$ cat src/inc/gp8_map.svh
// register offsets, field positions and reset values of the gpio port
`ifndef GP8_MAP_SVH
`define GP8_MAP_SVH

// address width of the configuration register port
`define GP8_ADDR_W 12
// byte offset of the pin data register
`define GP8_DATA_OFS 12'h434
// byte offset of the pin control register
`define GP8_CTRL_OFS 12'h438

// control register field positions
`define GP8_DIR_LSB 0
`define GP8_DIR_MSB 7
`define GP8_PULL_EN_LSB 8
`define GP8_PULL_EN_MSB 15
`define GP8_POL_LSB 16
`define GP8_POL_MSB 23
`define GP8_RESERVED_BITS_LSB 24
`define GP8_RESERVED_BITS_MSB 31

// reset values
`define GP8_CTRL_RST 32'h0000_0000
`define GP8_DATA_RST 8'h00

`endif

$ cat src/inc/gp8_pkg.sv
// types shared by the gpio port files
package gp8_pkg;

	// which register an access addresses
	typedef enum logic [1:0] {
		GP8_SEL_NONE = 2'b00,
		GP8_SEL_DATA = 2'b01,
		GP8_SEL_CTRL = 2'b10
	} gp8_sel_t;

	// one bit per pin
	typedef logic [7:0] gp8_pins_t;

endpackage : gp8_pkg

$ cat src/rtl/gp8_sync.sv
// two-stage level synchronizer for the pin inputs
`timescale 1ns/1ps

module gp8_sync #(
	parameter int WIDTH = 8
) (
	input wire logic clk,
	input wire logic rst_n,
	input wire logic [WIDTH-1:0] async_in,
	output logic [WIDTH-1:0] sync_out
);

	logic [WIDTH-1:0] meta_q;
	logic [WIDTH-1:0] sync_q;

	// width must be at least one bit
	initial begin
		if (WIDTH < 1) begin
			$error("gp8_sync: WIDTH must be at least 1");
		end
	end

	// first stage only feeds the second stage
	always_ff @(posedge clk or negedge rst_n) begin
		if (!rst_n) begin
			meta_q <= '0;
			sync_q <= '0;
		end else begin
			meta_q <= async_in;
			sync_q <= meta_q;
		end
	end

	assign sync_out = sync_q;

endmodule : gp8_sync

$ cat src/rtl/gp8_port.sv
// eight-pin general purpose port with data and control registers
`timescale 1ns/1ps
`include "gp8_map.svh"

//
// Contract
// RL1 - data register bits 7:0 carry one value per pin.
// RL2 - data writes only change pins that are currently outputs.
// RL3 - reading an output pin's bit returns its last written value.
// RL4 - direction comes only from control register bits 7:0.
// RL5 - control register resets to zero; software writes zero to 31:24.
// RL6 - direction bit zero makes the pin input, one makes it output.
// RL7 - bits 15:8 select normal mode or weak pull mode per pin.
// RL8 - bits 23:16 choose pull polarity: zero down, one up.
// RL9 - weak pull acts only when mode bit and direction bit are both one.
// RL10 - a data bit of zero means low, one means high.
// RL11 - input levels pass a two-stage synchronizer before being read.
// RL12 - data bits written for input pins are dropped, not retained.
module gp8_port #(
	parameter int PINS = 8
) (
	input wire logic clk,
	input wire logic rst_n,
	input wire logic [`GP8_ADDR_W-1:0] reg_addr,
	input wire logic reg_wr,
	input wire logic reg_rd,
	input wire logic [31:0] reg_wdata,
	output logic [31:0] reg_rdata,
	output logic reg_rvalid,
	input wire logic [PINS-1:0] pin_in,
	output logic [PINS-1:0] pin_out,
	output logic [PINS-1:0] pin_oe_n,
	output logic [PINS-1:0] pin_pull_up,
	output logic [PINS-1:0] pin_pull_down
);

	import gp8_pkg::*;

	// the register layout fixes the port at exactly eight pins
	initial begin
		if (PINS != 8) begin
			$error("gp8_port: PINS must be 8 to match the register layout");
		end
		if (`GP8_DIR_MSB - `GP8_DIR_LSB + 1 != PINS) begin
			$error("gp8_port: direction field width differs from PINS");
		end
		if (`GP8_PULL_EN_MSB - `GP8_PULL_EN_LSB + 1 != PINS) begin
			$error("gp8_port: pull mode field width differs from PINS");
		end
		if (`GP8_POL_MSB - `GP8_POL_LSB + 1 != PINS) begin
			$error("gp8_port: polarity field width differs from PINS");
		end
	end

	// decode an address into a register select
	function automatic gp8_sel_t sel_of(
		input logic [`GP8_ADDR_W-1:0] addr
	);
		gp8_sel_t sel;
		sel = GP8_SEL_NONE;
		if (addr == `GP8_DATA_OFS) begin
			sel = GP8_SEL_DATA;
		end else if (addr == `GP8_CTRL_OFS) begin
			sel = GP8_SEL_CTRL;
		end
		return sel;
	endfunction : sel_of

	// per bit choose a when mask is one, else b
	function automatic logic [PINS-1:0] pick(
		input logic [PINS-1:0] mask,
		input logic [PINS-1:0] a,
		input logic [PINS-1:0] b
	);
		return (mask & a) | (~mask & b);
	endfunction : pick

	// control fields
	logic [PINS-1:0] pin_direction_q;
	logic [PINS-1:0] pin_weak_pull_enable_q;
	logic [PINS-1:0] pin_pull_polarity_q;

	// driven output levels
	logic [PINS-1:0] out_level_q;
	logic [PINS-1:0] out_level_d;

	// synchronized pin levels
	logic [PINS-1:0] in_level;

	// decoded access selects
	gp8_sel_t wr_sel;
	gp8_sel_t rd_sel;
	logic data_wr;
	logic ctrl_wr;

	// read path
	logic [PINS-1:0] pin_level_bit;
	logic [31:0] rdata_d;
	logic [31:0] rdata_q;
	logic rvalid_q;

	// pull qualification
	logic [PINS-1:0] pull_active;

	// decode writes and reads
	assign wr_sel = sel_of(reg_addr);
	assign rd_sel = sel_of(reg_addr);
	assign data_wr = reg_wr && (wr_sel == GP8_SEL_DATA);
	assign ctrl_wr = reg_wr && (wr_sel == GP8_SEL_CTRL);

	// input pins cross into the register clock through two flops
	gp8_sync #(
		.WIDTH(PINS)
	) u_in_sync (
		.clk(clk),
		.rst_n(rst_n),
		.async_in(pin_in),
		.sync_out(in_level) // RL11
	);

	// direction field, bits 7:0 of the control register
	always_ff @(posedge clk or negedge rst_n) begin
		if (!rst_n) begin
			pin_direction_q <= '0; // RL5
		end else if (ctrl_wr) begin
			pin_direction_q <= reg_wdata[`GP8_DIR_MSB:`GP8_DIR_LSB]; // RL4 RL6
		end
	end

	// weak pull mode field, bits 15:8
	always_ff @(posedge clk or negedge rst_n) begin
		if (!rst_n) begin
			pin_weak_pull_enable_q <= '0; // RL5
		end else if (ctrl_wr) begin
			pin_weak_pull_enable_q <=
				reg_wdata[`GP8_PULL_EN_MSB:`GP8_PULL_EN_LSB]; // RL7
		end
	end

	// pull polarity field, bits 23:16
	always_ff @(posedge clk or negedge rst_n) begin
		if (!rst_n) begin
			pin_pull_polarity_q <= '0; // RL5
		end else if (ctrl_wr) begin
			pin_pull_polarity_q <=
				reg_wdata[`GP8_POL_MSB:`GP8_POL_LSB]; // RL8
		end
	end

	// bits 31:24 are not stored; they always read as zero

	// data write merges only into bits of output pins
	always_comb begin
		out_level_d = out_level_q;
		if (data_wr) begin
			out_level_d = pick(pin_direction_q, reg_wdata[PINS-1:0],
				out_level_q); // RL2 RL12
		end
	end

	// driven level register, one bit per pin
	always_ff @(posedge clk or negedge rst_n) begin
		if (!rst_n) begin
			out_level_q <= `GP8_DATA_RST;
		end else begin
			out_level_q <= out_level_d; // RL1
		end
	end

	// pin drive: level from register, enable low while driving
	assign pin_out = out_level_q; // RL10
	assign pin_oe_n = ~pin_direction_q; // RL6

	// weak pull needs both mode and output direction
	assign pull_active = pin_weak_pull_enable_q & pin_direction_q; // RL9
	assign pin_pull_up = pull_active & pin_pull_polarity_q; // RL8
	assign pin_pull_down = pull_active & ~pin_pull_polarity_q; // RL8

	// outputs read back the written value, inputs the pin level
	assign pin_level_bit = pick(pin_direction_q, out_level_q,
		in_level); // RL3 RL10

	// read data selection; unmapped addresses read zero
	// a read in the cycle of a write sees the state before that write
	always_comb begin
		rdata_d = 32'h0000_0000;
		case (rd_sel)
			GP8_SEL_DATA: begin
				rdata_d[PINS-1:0] = pin_level_bit; // RL1
			end
			GP8_SEL_CTRL: begin
				rdata_d[`GP8_DIR_MSB:`GP8_DIR_LSB] = pin_direction_q;
				rdata_d[`GP8_PULL_EN_MSB:`GP8_PULL_EN_LSB] =
					pin_weak_pull_enable_q;
				rdata_d[`GP8_POL_MSB:`GP8_POL_LSB] = pin_pull_polarity_q;
			end
			default: begin
				rdata_d = 32'h0000_0000;
			end
		endcase
	end

	// read data register, loaded on each read strobe
	always_ff @(posedge clk or negedge rst_n) begin
		if (!rst_n) begin
			rdata_q <= 32'h0000_0000;
		end else if (reg_rd) begin
			rdata_q <= rdata_d;
		end
	end

	// read valid pulse, one cycle after the strobe
	always_ff @(posedge clk or negedge rst_n) begin
		if (!rst_n) begin
			rvalid_q <= 1'b0;
		end else begin
			rvalid_q <= reg_rd;
		end
	end

	assign reg_rdata = rdata_q;
	assign reg_rvalid = rvalid_q;

endmodule : gp8_port

$ cat config.mk
export PLATFORM = sky130hd
export DESIGN_NAME = gp8_port
export DESIGN_NICKNAME = d
export VERILOG_FILES = /design/src/inc/gp8_pkg.sv /design/src/rtl/gp8_sync.sv /design/src/rtl/gp8_port.sv
export VERILOG_INCLUDE_DIRS = /design/src /design/src/inc
export SDC_FILE = /design/constraint.sdc
export NUM_CORES = 1
export LEC_CHECK = 0
export BUFFER_PORTS_ARGS = -buffer_cell sky130_fd_sc_hd__buf_2
export CAP_MARGIN = 10
export CORE_AREA = 4 4 84 86
export DETAILED_ROUTE_END_ITERATION = 8
export DIE_AREA = 0 0 88 90
export GPL_ROUTABILITY_DRIVEN = 0
export GPL_TIMING_DRIVEN = 1
export HOLD_SLACK_MARGIN = 0.08
export PLACE_DENSITY = 0.88
export RECOVER_POWER = 25
export SYNTH_ARGS = -nofsm -noshare
export SYNTH_HDL_FRONTEND = slang
export SYNTH_SLANG_ARGS = --single-unit
$ cat constraint.sdc
create_clock -name clk -period 1.4 [get_ports clk]
set_clock_uncertainty 0.15 [all_clocks]
set_input_delay 0.07 -clock clk [delete_from_list [all_inputs] [get_ports clk]]
set_output_delay 0.07 -clock clk [all_outputs]
set_load 0.02 [all_outputs]
==> results_dict.tcl, run 1 <==
set metrics [dict create \
    post-dp-hpwl_um 5170 \
    grt_max_degree 74 \
    cp-end-kind "flop" \
    seqPwrFrac_pct 49.8 \
    switching_share_pct 21.2 \
    place.port_buffers 104 \
    antenna_cells 0 \
    clock.fmax_mhz 681 \
    relSlewSlack_pct 41.2 \
    timing_worst_setup_path_type "in -> reg" \
    die_w_um 88 \
    netlist_top_cells_area "dfrtp_1, mux2_2, a22o_1" \
    cts_buffer_depth 2 \
    tightest_slew_ns 0.881 \
    violations "negative setup slack" \
    setup_ws_ns -0.0689 \
    ys.warnings.count 0 \
    cts_tree "done" \
    p_comb_share_pct 7.2 \
    ant_nets 0 \
    cts_buffers 9 \
    vdd_drop_max_mv 0.911 \
    r2r_cells 3 \
    met3_length_um 512 \
    dpl_worst_slack_ns -0.419 \
    cts-root-buf "clkbuf_8" \
    syn-instance-count 234 \
    top_layer_used "met4" \
    worstSkewPairLatency_ns 0.33 \
    timing.hold.ws_ns 0.198 \
    synth.yosys.seq_area_share_pct 61.0 \
    hold_path_class "reg -> reg" \
    drc 0 \
    finalInstanceArea_um2 4490 \
    routed_wl_um 7900 \
    first_pass_iters 4 \
    powerDensity_nw_per_um2 960 \
    coreArea_um2 6280 \
    grt_pass1_vias 2507 \
    dieHeight_um 90 \
    synth-edff-count 0 \
    ys.flop_type "dfrtp_1" \
    worstPathMaxFanout 8 \
    layout_commonest_cell "buf_2" \
    async_flop_share_pct 100 \
    rows 29 \
    initial_utilization_pct 47.7 \
    startpoint_type "input pin" \
    setup_viol 21 \
    grt_pass1_wl_um 12100 \
    wl_met1_um 3080 \
    cts.sinks 73 \
    finalHoldViolCount 0 \
    reg2reg_slack_ns 0.16 \
    grt_overflow 0 \
    dieArea_um2 7920 \
    syn_area_um2 3000 \
    ys_ff_latch 73 \
    num_vias 2435 \
    drv_slew 0 \
    synth_top_area_share_pct 61.0 \
    via_per_inst 5.10 \
    place_area_um2 3720 \
    p_switching_uw 912 \
    drive_above_1_share_pct 53.0 \
    syn_area_per_cell_um2 12.8 \
    drt_iter0_drc 86 \
    min_from "u_in_sync.meta_q[7]" \
    fin_crit_ns 1.47 \
    maxCapViolations 0 \
    area_growth_syn_to_layout_pct 49.8 \
    worstReg2RegStart "pin_direction_q[6]" \
    intPower_uw 3400 \
    grt_usage_pct 19.5 \
    fin_util_pct 71.5 \
    pin_count 121 \
    p_total_uw 4310 \
    fillers 408 \
    yosysTopAreaCell "dfrtp_1" \
    routedWlPerCell_um 16.6 \
    clk_pin_slew_ns 0.07 \
    antenna_found_initial 0 \
    htreeDepth 3 \
    leakage_uw 0.00250 \
    holdPathStages 0 \
    ys_types 29 \
    rsz0062_at_grt "yes" \
    min_to "u_in_sync.sync_out[7]" \
    clock_power_share_pct 43.0 \
    crit_required_ns 1.51 \
    final_cell_mix "buf_2, dfrtp_1, dlygate4sd3_1" \
    period_share_pct 105 \
    wl_met2_um 4120 \
    layout.nets 451 \
    status "finished, violations left" \
    crit_arrival_ns 1.58 \
]
-- final cells by class --
cell class	instances	area, um^2	area share (%)
Clock buffer	12	155	3.46
Timing Repair Buffer	159	1100	24.5
Clock inverter	4	75.1	1.67
Sequential cell	73	1840	40.9
Tap cell	77	96.3	2.15
Inverter	9	33.8	0.753
Multi-Input combinational cell	143	1190	26.5
-- worst max-delay path: stages --
cell     delay (ns)
buf_6          0.09
or4b_4         0.58
buf_6          0.15
nor4_4         0.33
buf_6          0.20
nand3_2        0.08
nand3_2        0.07
-- per-stage QoR --
step | std cells | TNS, ns
2_1_floorplan | 241 | -10.78
3_3_place_gp | 421 | -16.86
3_5_place_dp | 421 | -18.04
4_1_cts | 471 | -0.479
5_1_grt | 477 | -1.78
6_report | 477 | -0.773
-- cells in the mapped netlist, types with 3 or more instances --
| cell | n |
|---|---|
| a21o_1 | 8 |
| a22o_1 | 16 |
| and3_1 | 8 |
| buf_2 | 3 |
| buf_4 | 8 |
| clkbuf_1 | 3 |
| dfrtp_1 | 73 |
| inv_1 | 8 |
| mux2_2 | 22 |
| mux2_4 | 8 |
| nand2_1 | 25 |
| nand3_1 | 24 |
| nor2_1 | 8 |
-- worst max path at each step --
stage	cells after the start	from	end
CTS	7	reg_addr[9]	reg_rdata[6]
detailed placement	7	reg_addr[11]	reg_rdata[6]
floorplan	4	reg_addr[7]	flop
finish	7	reg_addr[11]	reg_rdata[6]
global placement	6	reg_addr[7]	flop
global route	3	pin_direction_q[7]	pin_pull_down[7]
-- routing by layer --
layer	up-vias	track usage (%)
met5	-	0
met4	0	7.03
met3	19	4.57
met2	99	33.0
met1	1195	23.7
li1	1122	-
-- power groups by stage --
stage / logic (uW) / clock network [uW] / registers, uW
global route: 338 / 2000 / 2150
CTS: 301 / 1900 / 2140
floorplan: 85.5 / 0 / 2190
detailed placement: 224 / 0 / 2190
finish: 309 / 1850 / 2150
global placement: 218 / 0 / 2180
-- cell families after synthesis --
| kind of cell | share of synthesized area [%] |
|---|---|
| other | 0.125 |
| buffers and inverters | 4.30 |
| and+or+nand+nor | 14.9 |
| DFF | 61.0 |
| muxes | 13.0 |
| AOI/OAI and AO/OA | 6.68 |
-- repair_timing --
| action | CTS | global route |
|---|---|---|
| gates resized for setup | 4 | 37 |
| hold buffers | 34 | 0 |
| endpoints found under the hold margin | 114 | 0 |
| pin swaps | 2 | 27 |
| buffers inserted | 0 | 6 |
| endpoints found under the setup margin | 16 | 35 |
Note: power is estimated with default switching activity, not from simulation.
==> run 2, diff against run 1 <==
Settings changed: CORE_AREA 4 4 84 86 to 4 4 92 94, DIE_AREA 0 0 88 90 to 0 0 96 98, PLACE_DENSITY 0.88 to 0.83, SYNTH_HIERARCHICAL from default to 1.
Clock period 1.4 ns to 1.2 ns, I/O delays scaled along.
==> results_dict.tcl, run 2 <==
set metrics [dict create \
    intPower_uw 4320 \
    antenna_cells 0 \
    synth_common_cells "dfrtp_1, inv_1, nand2_1" \
    grt_use_met3_pct 3.47 \
    num_vias 3369 \
    dp_cells 529 \
    ys_ff_latch 73 \
    rows 32 \
    routedWlPerCell_um 21.4 \
    layout_commonest_cell "dfrtp_1" \
    hold_path_class "in -> reg" \
    vdd_drop_max_mv 0.621 \
    syn_area_um2 3290 \
    crit_required_ns 1.29 \
    grt_busiest_layer "met2" \
    violations "negative setup slack" \
    grt_usage_pct 24.1 \
    drive_above_1_share_pct 51.0 \
    setup_ws_ns -0.361 \
    fin_util_pct 75.4 \
    fin_crit_ns 1.56 \
    syn_area_per_cell_um2 11.1 \
    worst_path_max_delay_cell "or4b_4" \
    post-dp-hpwl_um 6660 \
    cts.sinks 73 \
    dieArea_um2 9410 \
    drt_iter0_drc 247 \
    leakage_uw 0.00277 \
    crit_arrival_ns 1.65 \
    period_share_pct 130 \
    grt_pass1_wl_um 17300 \
    slowest_delay_ns 0.56 \
    final_cells 608 \
    drc 0 \
    netlist_top_cells_area "dfrtp_1, and3b_1, mux2_1" \
    switching_share_pct 22.7 \
    coreArea_um2 7650 \
    clock.fmax_mhz 640 \
    pin_count 121 \
    yosysTopAreaCell "dfrtp_1" \
    synth_top_area_share_pct 55.6 \
    die_w_um 96 \
    fillers 436 \
    layout.nets 557 \
    synth.most_common_cell "dfrtp_1" \
    tightest_slew_ns 0.775 \
    routed_wl_um 13000 \
    use_met1_pct 30.5 \
    dieHeight_um 98 \
    worstSkewPairLatency_ns 0.36 \
    startpoint_type "input pin" \
    maxCapViolations 0 \
    grt_pass1_vias 3359 \
    finalHoldViolCount 0 \
    area_growth_syn_to_layout_pct 75.4 \
    clock_power_share_pct 45.1 \
    cp-end-kind "flop" \
    tns_ns -15.45 \
    timing_worst_setup_path_type "in -> reg" \
    htreeDepth 3 \
    cts-root-buf "clkbuf_8" \
    ys.warnings.count 6 \
    drv_slew 0 \
    rsz0062_at_grt "yes" \
    via_per_inst 5.54 \
    seqPwrFrac_pct 44.9 \
    synth-edff-count 0 \
    cts_tree "done" \
    p_switching_uw 1270 \
    grt_use_met2_pct 39.9 \
    grt_max_degree 31 \
    clk_pin_slew_ns 0.09 \
    final_cell_mix "dfrtp_1, buf_2, buf_6" \
    async_flop_share_pct 100 \
    ys_types 33 \
    cts_buffer_depth 2 \
    grt_overflow 0 \
    synth.yosys.seq_area_share_pct 55.6 \
    initial_utilization_pct 43.0 \
    p_comb_share_pct 10.0 \
    worstPathMaxFanout 5 \
    setup_viol 72 \
    crit_chain "buf_6 > or4b_4 > nor4_4 > buf_4 > clkbuf_16 > mux2_4" \
    first_pass_iters 5 \
    ant_nets 0 \
    place.port_buffers 104 \
    ys.flop_type "dfrtp_1" \
    cts_buffers 9 \
    syn-instance-count 296 \
    status "finished, violations left" \
    powerDensity_nw_per_um2 969 \
    antenna_found_initial 0 \
    relSlewSlack_pct 48.4 \
]
[run 2: cell types whose count changed after synthesis, moves of 16 or more]
| cell | delta |
|---|---|
| a22o_1 | -16 |
| nand3_1 | -24 |
| and3b_1 | +17 |
| mux2_2 | -17 |
| o22ai_1 | +16 |
| inv_1 | +23 |
[run 2: worst paths after layout]
check	slack (ns)	end	from	cells after the start
worst max-delay path	-0.36	pin_weak_pull_enable_q[4]	reg_addr[11]	6
worst min-delay path	0.15	flop	reg_addr[7]	5
worst max register to register	-0.23	reg_rdata[6]	flop	3
worst min register to register	0.20	u_in_sync/sync_out[6]	u_in_sync/meta_q[6]	0
max in group asynchronous	0.13	u_in_sync/sync_out[5]	rst_n	3
min in group asynchronous	0.16	pin_direction_q[0]	rst_n	2
[run 2: critical path: cells and delay by family]
family	cells	cell delay, ns
AND/OR/NAND/NOR	2	0.81
buffers and inverters	3	0.47
multiplexers	1	0.30
[run 2: repair_timing]
item                                    CTS  global route
gates resized for setup                 101            64
cloned                                    0             3
hold buffers                             35             1
pin swaps                                 4            20
setup buffers                            16            10
endpoints found under the setup margin   61            69
hold endpoints to repair                130            25
[run 2: per-stage QoR]
step	worst slack [ns]	area (um^2)	total power, uW	hold slack (ns)
floorplan	-0.694	3380	2700	-0.386
global placement	-0.652	4270	2920	-0.151
detailed placement	-0.749	4270	2930	-0.142
CTS	-0.264	5360	5500	0.0349
global route	-0.392	5760	5720	0.155
finish	-0.361	5760	5580	0.148
[run 2: cell families (layout without fill, tap and decap cells)]
family	after synthesis	after routing	share of synthesized area (%)
buffers and inverters	57	260	7.92
other	1	8	0.114
AND/OR/NAND/NOR	94	94	18.5
flip-flops	73	73	55.6
multiplexers	25	25	8.30
AO/OA/AOI/OAI	46	46	9.56
[run 2: power groups by stage]
| stage | Sequential, uW | Combinational [uW] | Clock (uW) |
|---|---|---|---|
| detailed placement | 2550 | 380 | 0 |
| CTS | 2500 | 497 | 2500 |
| global route | 2510 | 593 | 2610 |
| global placement | 2550 | 372 | 0 |
| finish | 2510 | 559 | 2520 |
| floorplan | 2550 | 149 | 0 |
[run 2: final cells by class]
| cell class | instances | area, um^2 | area share, % |
|---|---|---|---|
| Sequential cell | 73 | 1830 | 31.7 |
| Multi-Input combinational cell | 173 | 1550 | 26.8 |
| Tap cell | 102 | 128 | 2.21 |
| Timing Repair Buffer | 213 | 1860 | 32.3 |
| Clock buffer | 12 | 165 | 2.87 |
| Clock inverter | 4 | 97.6 | 1.69 |
| Inverter | 31 | 136 | 2.37 |
[run 2: metal layers]
| metal | part of all wire (%) | up-vias |
|---|---|---|
| met5 | 0 | - |
| met3 | 6.6 | 56 |
| met4 | 4.7 | 0 |
| li1 | - | 1443 |
| met1 | 37 | 1645 |
| met2 | 52 | 225 |
